$ cat config.mk
export PLATFORM = sky130hd
export DESIGN_NAME = occ_osc_ctrl
export DESIGN_NICKNAME = d
export VERILOG_FILES = /design/src/inc/occ_pkg.sv /design/src/hdl/occ_osc_ctrl.sv
export SDC_FILE = /design/constraint.sdc
export NUM_CORES = 1
export LEC_CHECK = 0
export ABC_AREA = 1
export BUFFER_PORTS_ARGS = -buffer_cell sky130_fd_sc_hd__buf_4
export CAP_MARGIN = 20
export CORE_MARGIN = 2
export CORE_UTILIZATION = 40
export DETAILED_ROUTE_END_ITERATION = 6
export GPL_TIMING_DRIVEN = 0
export PLACE_DENSITY_LB_ADDON = 0.2
export RECOVER_POWER = 100
export SYNTH_ARGS = -nofsm -noshare
export SYNTH_HDL_FRONTEND = slang
export SYNTH_SLANG_ARGS = --single-unit
$ cat constraint.sdc
create_clock -name clk -period 2.47 [get_ports clk]
set_clock_uncertainty 0.2 [all_clocks]
set_input_delay 0 -clock clk [delete_from_list [all_inputs] [get_ports clk]]
set_output_delay 0 -clock clk [all_outputs]
set_load 0.03 [all_outputs]
$ cat src/inc/occ_pkg.sv
// package for the oscillator control lock and failure recovery block
package occ_pkg;
  localparam logic [7:0] occ_unlock_first = 8'he7;
  localparam logic [7:0] occ_unlock_second = 8'h18;
  // control register layout
  localparam int occ_ipo_en_bit = 7;
  localparam int occ_wdo_en_bit = 6;
  localparam int occ_pfail_en_bit = 5;
  localparam int occ_wfail_en_bit = 4;
  localparam int occ_sel_lsb = 0;
  localparam int occ_sel_w = 3;
  localparam logic [7:0] occ_ctrl_reset = 8'he0;
  localparam logic [2:0] occ_sel_ipo = 3'h0;
  localparam logic [2:0] occ_sel_wdo = 3'h3;
  // failure threshold: 1 kHz nominal, so no primary edge for 1 ms
  localparam int occ_clk_mhz = 250;
  localparam int occ_fail_time_us = 1000;
  localparam int occ_fail_cycles = occ_fail_time_us * occ_clk_mhz;
  localparam int occ_cnt_w = 20;
  typedef enum logic [2:0] {
    occ_locked = 3'b001,
    occ_half = 3'b010,
    occ_open = 3'b100
  } occ_lock_e;
endpackage : occ_pkg

$ cat src/hdl/occ_osc_ctrl.sv
// oscillator control register with write lock and primary clock failure recovery
// Functional notes
// - unlock needs E7 then 18 writes
// - next write updates register unless a same-cycle failure switchover wins, then relocks
// - other write sequences leave register unchanged
// - unlock values must be consecutive writes; a repeated E7 is tolerated
// - other register accesses never disturb lock
// - re-enabled detection resumes monitoring
// - precision oscillator enabled after reset
// - source change keeps precision oscillator on
// - failure raises non-maskable clock fail event
// - failure switches source to watchdog oscillator
// - no switch if watchdog selected or off
// - recovery independent of watchdog reset function
// - failure when primary below about 1 kHz
// - cpu continues on watchdog clock, takes vector
`timescale 1ns/1ps
module occ_osc_ctrl
  import occ_pkg::*;
#(
  parameter int fail_cycles = occ_fail_cycles
)
(
  input wire logic clk, // system clock, 250 MHz
  input wire logic rst, // synchronous reset, active high
  input wire logic ctrl_wr, // one-cycle write strobe to the control register
  input wire logic [7:0] ctrl_wdata, // write data
  input wire logic primary_tick, // one pulse per primary oscillator edge, synchronous
  input wire logic wdo_running, // watchdog oscillator is running
  output logic [7:0] oscillator_control_register, // current register contents
  output logic internal_precision_oscillator, // precision oscillator enable
  output logic [2:0] clock_source_select, // selected system clock source
  output logic primary_fail_detect_enable, // primary failure detection enable
  output logic watchdog_osc_fail_detect_enable, // watchdog failure detection enable
  output logic unlocked, // lock open as of the previous cycle, registered one cycle behind lock_reg
  output logic clk_fail_event, // one-cycle non-maskable clock fail event
  output logic clk_fail_flag // level: primary failure detected, whether or not a switchover occurred
);
  occ_lock_e lock_reg;
  logic [7:0] ctrl_reg;
  logic [occ_cnt_w-1:0] idle_cnt_reg;
  logic fail_flag_reg;
  logic event_reg;
  logic fail_now;
  logic can_recover;

  // only control-register writes advance the lock; other traffic never reaches it
  always_ff @(posedge clk)
  begin
    if (rst)
      lock_reg <= occ_locked;
    else if (ctrl_wr)
    begin
      case (lock_reg)
        occ_locked:
          if (ctrl_wdata == occ_unlock_first)
            lock_reg <= occ_half;
        occ_half:
          // a repeated E7 keeps the half state rather than restart the count
          if (ctrl_wdata == occ_unlock_second)
            lock_reg <= occ_open;
          else if (ctrl_wdata != occ_unlock_first)
            lock_reg <= occ_locked;
        occ_open:
          lock_reg <= occ_locked;
        default:
          lock_reg <= occ_locked;
      endcase
    end
  end

  assign fail_now = (idle_cnt_reg >= occ_cnt_w'(fail_cycles - 1));
  assign can_recover = wdo_running && ctrl_reg[occ_wdo_en_bit]
    && (ctrl_reg[occ_sel_lsb +: occ_sel_w] != occ_sel_wdo);

  // counts system clocks without a primary edge; 1 ms is the midpoint of the 0.5..1.5 ms band
  always_ff @(posedge clk)
  begin
    if (rst || primary_tick || !ctrl_reg[occ_pfail_en_bit])
      idle_cnt_reg <= '0;
    else if (!fail_now)
      idle_cnt_reg <= idle_cnt_reg + occ_cnt_w'(1);
  end

  always_ff @(posedge clk)
  begin
    if (rst)
      ctrl_reg <= occ_ctrl_reset;
    else if (fail_now && can_recover && !fail_flag_reg)
      ctrl_reg[occ_sel_lsb +: occ_sel_w] <= occ_sel_wdo;
    else if (ctrl_wr && lock_reg == occ_open)
      ctrl_reg <= ctrl_wdata;
  end

  // one pulse per failure episode; the flag masks repeats until detection is re-armed
  always_ff @(posedge clk)
  begin
    if (rst)
    begin
      event_reg <= 1'b0;
    end
    else
    begin
      event_reg <= fail_now && !fail_flag_reg;
    end
  end

  // flag holds until detection is turned off; set beats clear in one cycle
  always_ff @(posedge clk)
  begin
    if (rst)
    begin
      fail_flag_reg <= 1'b0;
    end
    else if (fail_now)
    begin
      fail_flag_reg <= 1'b1;
    end
    else if (!ctrl_reg[occ_pfail_en_bit])
    begin
      fail_flag_reg <= 1'b0;
    end
  end

  // every output is registered one cycle behind internal state; all but unlocked, a decode of lock_reg, are plain copies
  always_ff @(posedge clk)
  begin
    if (rst)
    begin
      oscillator_control_register <= occ_ctrl_reset;
    end
    else
    begin
      oscillator_control_register <= ctrl_reg;
    end
  end

  always_ff @(posedge clk)
  begin
    if (rst)
    begin
      unlocked <= 1'b0;
    end
    else
    begin
      unlocked <= (lock_reg == occ_open);
    end
  end

  always_ff @(posedge clk)
  begin
    if (rst)
    begin
      clk_fail_event <= 1'b0;
    end
    else
    begin
      clk_fail_event <= event_reg;
    end
  end

  always_ff @(posedge clk)
  begin
    if (rst)
    begin
      clk_fail_flag <= 1'b0;
    end
    else
    begin
      clk_fail_flag <= fail_flag_reg;
    end
  end

  always_ff @(posedge clk)
  begin
    if (rst)
    begin
      internal_precision_oscillator <= occ_ctrl_reset[occ_ipo_en_bit];
    end
    else
    begin
      // never cleared by a source change, only by a software write
      internal_precision_oscillator <= ctrl_reg[occ_ipo_en_bit];
    end
  end

  always_ff @(posedge clk)
  begin
    if (rst)
    begin
      clock_source_select <= occ_ctrl_reset[occ_sel_lsb +: occ_sel_w];
    end
    else
    begin
      clock_source_select <= ctrl_reg[occ_sel_lsb +: occ_sel_w];
    end
  end

  always_ff @(posedge clk)
  begin
    if (rst)
    begin
      primary_fail_detect_enable <= occ_ctrl_reset[occ_pfail_en_bit];
    end
    else
    begin
      primary_fail_detect_enable <= ctrl_reg[occ_pfail_en_bit];
    end
  end

  // stored and shown only; no watchdog oscillator detector lives in this block
  always_ff @(posedge clk)
  begin
    if (rst)
    begin
      watchdog_osc_fail_detect_enable <= occ_ctrl_reset[occ_wfail_en_bit];
    end
    else
    begin
      watchdog_osc_fail_detect_enable <= ctrl_reg[occ_wfail_en_bit];
    end
  end
endmodule : occ_osc_ctrl

==> parameters.txt, run 1 <==
Parameter                              Value

Run status
  Run status    completed

Cells and area
  Register cell area after layout    881 sq um
  Post-Route Utilization    50.3%
  Post-route cell area    0.00260 sq mm
  Antenna diode instance count    0
  Share of cells above drive strength 1    11.9%
  Number of standard cells in the final layout excluding fillers    432
  Area growth from synthesis to layout    20.0%
  NumNets Final    375
  Fill count    521
  Flip-flop count of the largest register after layout    20
  Total area of multi-input combinational cells    992 sq um

Synth
  Predominant post-synthesis flop cell    dfxtp_1
  Cell with the most instances after synthesis    nand2_1
  Warnings from Yosys    0
  Post-Syn Instances    312
  Avg Synthesized Cell Area    6.95 sq um
  Sequential fraction of the synthesis area    40.6%
  Cell type with the largest total area after synthesis    dfxtp_1
  Biggest area contributors in the synthesized netlist    dfxtp_1 (41%), nand2_1 (13%), inv_1 (6.9%)
  Synthesized cell area    0.00217 sq mm
  Count of different cell masters after synthesis    30
  Post-Syn Nets    326
  Post-synth EDFFs    0
  Top post-synthesis cells by count    nand2_1 (74), dfxtp_1 (44), inv_1 (40), nor2_1 (40), nand3_1 (25)
  Async set-or-reset flop fraction in the synthesized netlist    0%
  Synthesis-stage register bit count    44
  Post-synth top area share    40.6%

Run
  Max-cap viol count    0

STA
  Accumulated negative setup slack    0 ns
  Least-Margin Pin Slew    1.05 ns
  Worst setup margin    0.103 ns
  Unrepaired setup endpoints after global routing    false
  Worst rel slew slack    29.5%
  Endpoints failing hold    0
  Number of setup violations in the final report    0
  Final count of pins violating max slew    0
  FMAX    423 MHz
  Fin Hold WS    0.103 ns
  Post-route clock period utilization    95.8%
  Min Clock Period, post-route    2.37 ns

Route
  Uppermost signal routing layer after detailed routing    met4
  Vias    2046
  Total DRC errors in the routed layout    0
  Routed length on met2    2340 microns
  Length of routed met3 wiring    133 microns
  Ratio of routed vias to standard cells    4.74
  WL final    4680 microns
  Wirelength per Cell    10.8 microns
  Metal1 wirelength    2140 microns
  Number of DRC violations after detailed-routing iteration 0    113
  ANT nets after route    0
  Drt pass-1 iters    4

Critical path
  Kind of start point of the critical path    input pin
  Data required time at the worst endpoint    2.51 ns
  Launching element of the worst setup path    ctrl_wdata[2]
  Destination of the worst register-to-register timing path    ctrl_reg[0]
  Critical Setup Path Class    in2reg
  Setup slack, reg-to-reg    0.30 ns
  Count of cells along the worst register-to-register path    12
  Endpoint type of the worst setup path    flip-flop
  Endpoint of the most critical setup path    lock_reg[2]
  Maximum fanout along the worst path    3
  Data arrival time of the worst path    2.41 ns
  RR Startpoint    idle_cnt_reg[0]

Min path
  Kind of path behind the tightest hold check    in2reg

Clock network
  Clock insertion delay at the later pin of the skew report    0.31 ns
  Root buf cell    clkbuf_8
  Cts bufs inserted    5
  Clock-pin transition on the worst setup and hold timing paths    0.09 ns
  H-tree levels    2
  Number of gates resized after CTS    0
  Clock tree from TritonCTS    built
  TritonCTS sink count    44
  Bufs on Longest Clock Path    2

Die
  Io pins    30
  Core area    0.00517 sq mm
  Starting density of the core    41.9%
  Row Count    26
  Die outline area    0.00602 sq mm
  Die span in y    77.6 microns
  Floorplan die width    77.6 microns

Global route
  Pin count of the biggest net entering global routing    16
  Global-route wire length before repair    7980 microns
  Number of global-route vias before repair    1904
  Overall Global Routing Usage    16.4%
  Total congestion overflow after global routing    0
  Number of antenna violations at the first check in global routing    0

Placed design
  GP Congestion    0.846
  HPWL after detailed placement    3420 microns
  Placed cells    411
  Minimum setup slack after placement    0.579 ns
  Count of input and output buffers    29
  Instance area after placement    0.00247 sq mm

Power
  Clock network fraction of design power    37.4%
  Peak VDD IR    0.430 mV
  Cell-internal power    1.13 mW
  Sequential group share of total power    49.9%
  Psw    0.404 mW
  Comb power frac    12.6%
  Pleak    0.994 nW
  Proportion of total power due to net switching    26.3%
  Pwr per Cell Area    591 mW/mm^2
  Total power    1.54 mW
==> metal layers <==
layer	global-route usage, %	up-vias
li1	-	1072
met1	18.8	934
met2	29.4	31
met3	3.84	9
met4	5.89	0
met5	0	-
==> power by group through the flow <==
stage	sequential [mW]	combinational (mW)	clock, mW
4_1_cts	0.767	0.201	0.595
3_3_place_gp	0.782	0.171	0
6_report	0.767	0.194	0.575
2_1_floorplan	0.785	0.117	0
3_5_place_dp	0.783	0.174	0
5_1_grt	0.772	0.217	0.622
==> critical path, stage by stage <==
cell	delay, ns
dlygate4sd3_1	0.54
buf_4	0.14
nor4_1	0.23
dlygate4sd3_1	0.59
nand3_1	0.07
nand3_1	0.09
dlygate4sd3_1	0.57
nand2_1	0.06
a21oi_1	0.10
==> cell families (layout without fill, tap and decap cells) <==
group / after synthesis / count (layout) / synth area share, %
AND/OR/NAND/NOR: 176 / 176 / 37.0
buffers and inverters: 56 / 106 / 12.3
flip-flops: 44 / 44 / 40.6
AO/OA/AOI/OAI: 28 / 28 / 6.64
XOR/XNOR: 7 / 7 / 2.83
adder cells (fa/ha/maj): 1 / 1 / 0.577
==> worst min path at each step <==
stage | startpoint | to | cells after the start | slack [ns]
floorplan | rst | clk_fail_flag | 1 | -0.12
global placement | rst | clk_fail_flag | 2 | 0.02
detailed placement | rst | clk_fail_flag | 2 | 0.03
CTS | wdo_running | ctrl_reg[1] | 7 | 0.09
global route | wdo_running | ctrl_reg[1] | 7 | 0.16
finish | wdo_running | ctrl_reg[1] | 7 | 0.10
==> cell type report <==
type,count,area share [%]
Sequential cell,44,33.9
Inverter,42,6.16
Tap cell,70,3.37
Timing Repair Buffer,42,10.6
Clock buffer,5,2.65
Buffer,14,3.37
Multi-Input combinational cell,212,38.2
Clock inverter,3,1.78
==> layout by cell type (no fill, tap or decap) <==
cell           instances
nand3_1               26
bufinv_16              1
buf_2                  1
nand2_1               77
inv_1                 40
or2_0                  1
dfxtp_1               44
clkbuf_4               1
nor4_1                 2
xnor2_1                1
nor2_1                40
or2_2                  2
nand2_2                1
nand3_2                4
o21ai_1                1
nand3b_1               1
buf_4                 15
inv_2                  1
nor2_2                 5
nor3_1                14
a21oi_1               17
a21boi_1               1
ha_1                   1
dlygate4sd3_1         13
a31oi_1                1
inv_4                  1
xor2_1                 6
clkinvlp_4             1
nand4_1                3
clkbuf_1              22
o21ai_0                8
clkbuf_8               5
inv_6                  1
buf_6                  1
clkbuf_2               3
==> timing repair <==
action / CTS / global route
endpoints found under the hold margin: 26 / 0
hold buffers: 13 / 0
buffers inserted: 0 / 0
Note: power is estimated with default switching activity, not from simulation.
==> inputs of run 2 (changes only) <==
--- a/config.mk
+++ b/config.mk
@@ -6,7 +6,7 @@
 export NUM_CORES = 1
 export LEC_CHECK = 0
 export ABC_AREA = 1
-export BUFFER_PORTS_ARGS = -buffer_cell sky130_fd_sc_hd__buf_4
+export BUFFER_PORTS_ARGS = -buffer_cell sky130_fd_sc_hd__buf_2
 export CAP_MARGIN = 20
 export CORE_MARGIN = 2
 export CORE_UTILIZATION = 40
==> run 2 against run 1 <==
Final cell count unchanged. Worst setup slack lost 0.034 ns. Highest routed layer unchanged. Die area did not move. Sequential cell count stayed put. Non-clock buffer count did not move. Hold slack got worse by 0.037 ns. Final area is 1.6% lower. Fmax decreased by 1.4%. Via count fell by 1.6%.
==> parameters.txt, run 2 (synthesis gave the netlist of run 1 again) <==
Parameter                              Value

Clock network
  Root buf cell    clkbuf_8
  Bufs on Longest Clock Path    2
  Clock tree from TritonCTS    built
  Cts bufs inserted    5
  Clock insertion delay at the later pin of the skew report    0.30 ns
  H-tree levels    2
  TritonCTS sink count    44
  Clock-pin transition on the worst setup and hold timing paths    0.09 ns
  Number of gates resized after CTS    0

Power
  Sequential group share of total power    53.4%
  Proportion of total power due to net switching    27.0%
  Peak VDD IR    0.449 mV
  Total power    1.44 mW
  Cell-internal power    1.05 mW
  Psw    0.388 mW
  Pwr per Cell Area    562 mW/mm^2
  Comb power frac    13.1%
  Clock network fraction of design power    33.6%
  Pleak    0.981 nW

Critical path
  Critical Setup Path Class    in2reg
  Max stage delay cell, worst path    dlygate4sd3_1
  Data arrival time of the worst path    2.43 ns
  Data required time at the worst endpoint    2.50 ns
  Destination of the worst register-to-register timing path    idle_cnt_reg[0]
  RR Startpoint    idle_cnt_reg[0]
  Critical Path Most Common Cell    dlygate4sd3_1
  Maximum fanout along the worst path    3
  Kind of start point of the critical path    input pin
  Setup slack, reg-to-reg    0.30 ns
  Count of cells along the worst register-to-register path    10
  Stage delay of the slowest cell on the critical path    0.59 ns
  CP Cell Sequence    dlygate4sd3_1 > clkbuf_1 > nor4_1 > dlygate4sd3_1 > nand3_1 > nand3_1 > dlygate4sd3_1 > nand2_1 > a21oi_1
  Endpoint type of the worst setup path    flip-flop

Global route
  Number of global-route vias before repair    1944
  Total congestion overflow after global routing    0
  Overall Global Routing Usage    16.5%
  Global-route wire length before repair    8150 microns
  Pin count of the biggest net entering global routing    15
  Number of antenna violations at the first check in global routing    0

Run status
  Run status    completed

STA
  Accumulated negative setup slack    0 ns
  Final count of pins violating max slew    0
  Fin Hold WS    0.0656 ns
  Least-Margin Pin Slew    0.656 ns
  Number of setup violations in the final report    0
  Post-route clock period utilization    97.2%
  Unrepaired setup endpoints after global routing    false
  Endpoints failing hold    0
  FMAX    417 MHz
  Worst rel slew slack    56.1%
  Min Clock Period, post-route    2.40 ns

Cells and area
  Share of cells above drive strength 1    11.6%
  Most used cells in the layout excluding fill and tap cells    nand2_1 (76), dfxtp_1 (44), inv_1 (40), nor2_1 (40), nand3_1 (28)
  Flip-flop count of the largest register after layout    20
  Antenna diode instance count    0
  Leading cell type in the layout, fill and taps excluded    nand2_1
  NumNets Final    375
  Area growth from synthesis to layout    18.1%

Die
  Row Count    26
  Floorplan die width    77.6 microns
  Io pins    30
  Starting density of the core    41.9%
  Die outline area    0.00602 sq mm
  Core area    0.00517 sq mm
  Die span in y    77.6 microns

Min path
  Kind of path behind the tightest hold check    in2reg
  Number of cells traversed by the worst hold path    7
  Hold worst-path end    ctrl_reg[5]
  Hold Crit Start    wdo_running

Route
  Number of DRC violations after detailed-routing iteration 0    115
  ANT nets after route    0
  Vias    2014
  Wirelength per Cell    10.7 microns
  Ratio of routed vias to standard cells    4.66
  Total DRC errors in the routed layout    0
  Drt pass-1 iters    4
  WL final    4620 microns

Placed design
  Count of input and output buffers    29
  GP Congestion    0.804
  HPWL after detailed placement    3380 microns

Run
  Max-cap viol count    0
## run 2: cell count changes in the layout (fill, tap and decap cells not counted), sizes merged
cell and change:
bufinv -1, clkinvlp +1, inv -1, clkbuf +1
## run 2: worst max path at each step
stage / start / end / slack [ns] / depth (start not counted)
final: ctrl_wdata[7] / lock_reg[2] / 0.07 / 9
after global routing: ctrl_wdata[7] / lock_reg[2] / 0.03 / 9
after CTS: ctrl_wdata[7] / lock_reg[2] / 0.13 / 9
after detailed placement: idle_cnt_reg[0] / ctrl_reg[3] / 0.55 / 11
after global placement: idle_cnt_reg[0] / ctrl_reg[4] / 0.59 / 11
after floorplan: idle_cnt_reg[0] / ctrl_reg[3] / 0.76 / 11
## run 2: worst max-delay path, delay by kind of cell
family / cells / cell delay [ns]
simple gates: 4 / 0.49
buf+inv: 4 / 1.83
compound gates: 1 / 0.11
## run 2: layout make-up
class,count,area [sq um]
plain buffers,14,87.6
flip-flops and latches,44,881
repair buffers,42,250
multi-input cells,212,995
clock inverters,2,15.0
well taps,70,87.6
inverters,42,160
clock buffers,6,82.6
fillers,546,2610
## run 2: routing by layer
metal,track usage (%),vias up,routed length [microns]
met3,4.53,4,179
met1,19.7,906,2190
met5,0,-,0
met2,29.6,31,2210
li1,-,1073,-
met4,3.04,0,48
## run 2: power groups by stage
stage                     clock, mW  sequential, mW  combinational (mW)
after global placement            0           0.782               0.163
final                         0.483           0.767               0.188
after floorplan                   0           0.785               0.117
after global routing          0.526           0.772               0.214
after CTS                     0.500           0.767               0.191
after detailed placement          0           0.783               0.164
## run 2: metrics by stage
step	setup slack (ns)	std cells	area [sq um]	util, %
floorplan	0.761	312	2170	-
global placement	0.586	411	2400	46.4
detailed placement	0.547	411	2400	46.4
CTS	0.132	432	2630	50.8
global route	0.0264	432	2560	49.5
finish	0.0694	432	2560	49.5
## run 2: what timing repair did
item | CTS | global route
buffers inserted | 0 | 0
endpoints found under the hold margin | 25 | 0
hold buffers | 13 | 0
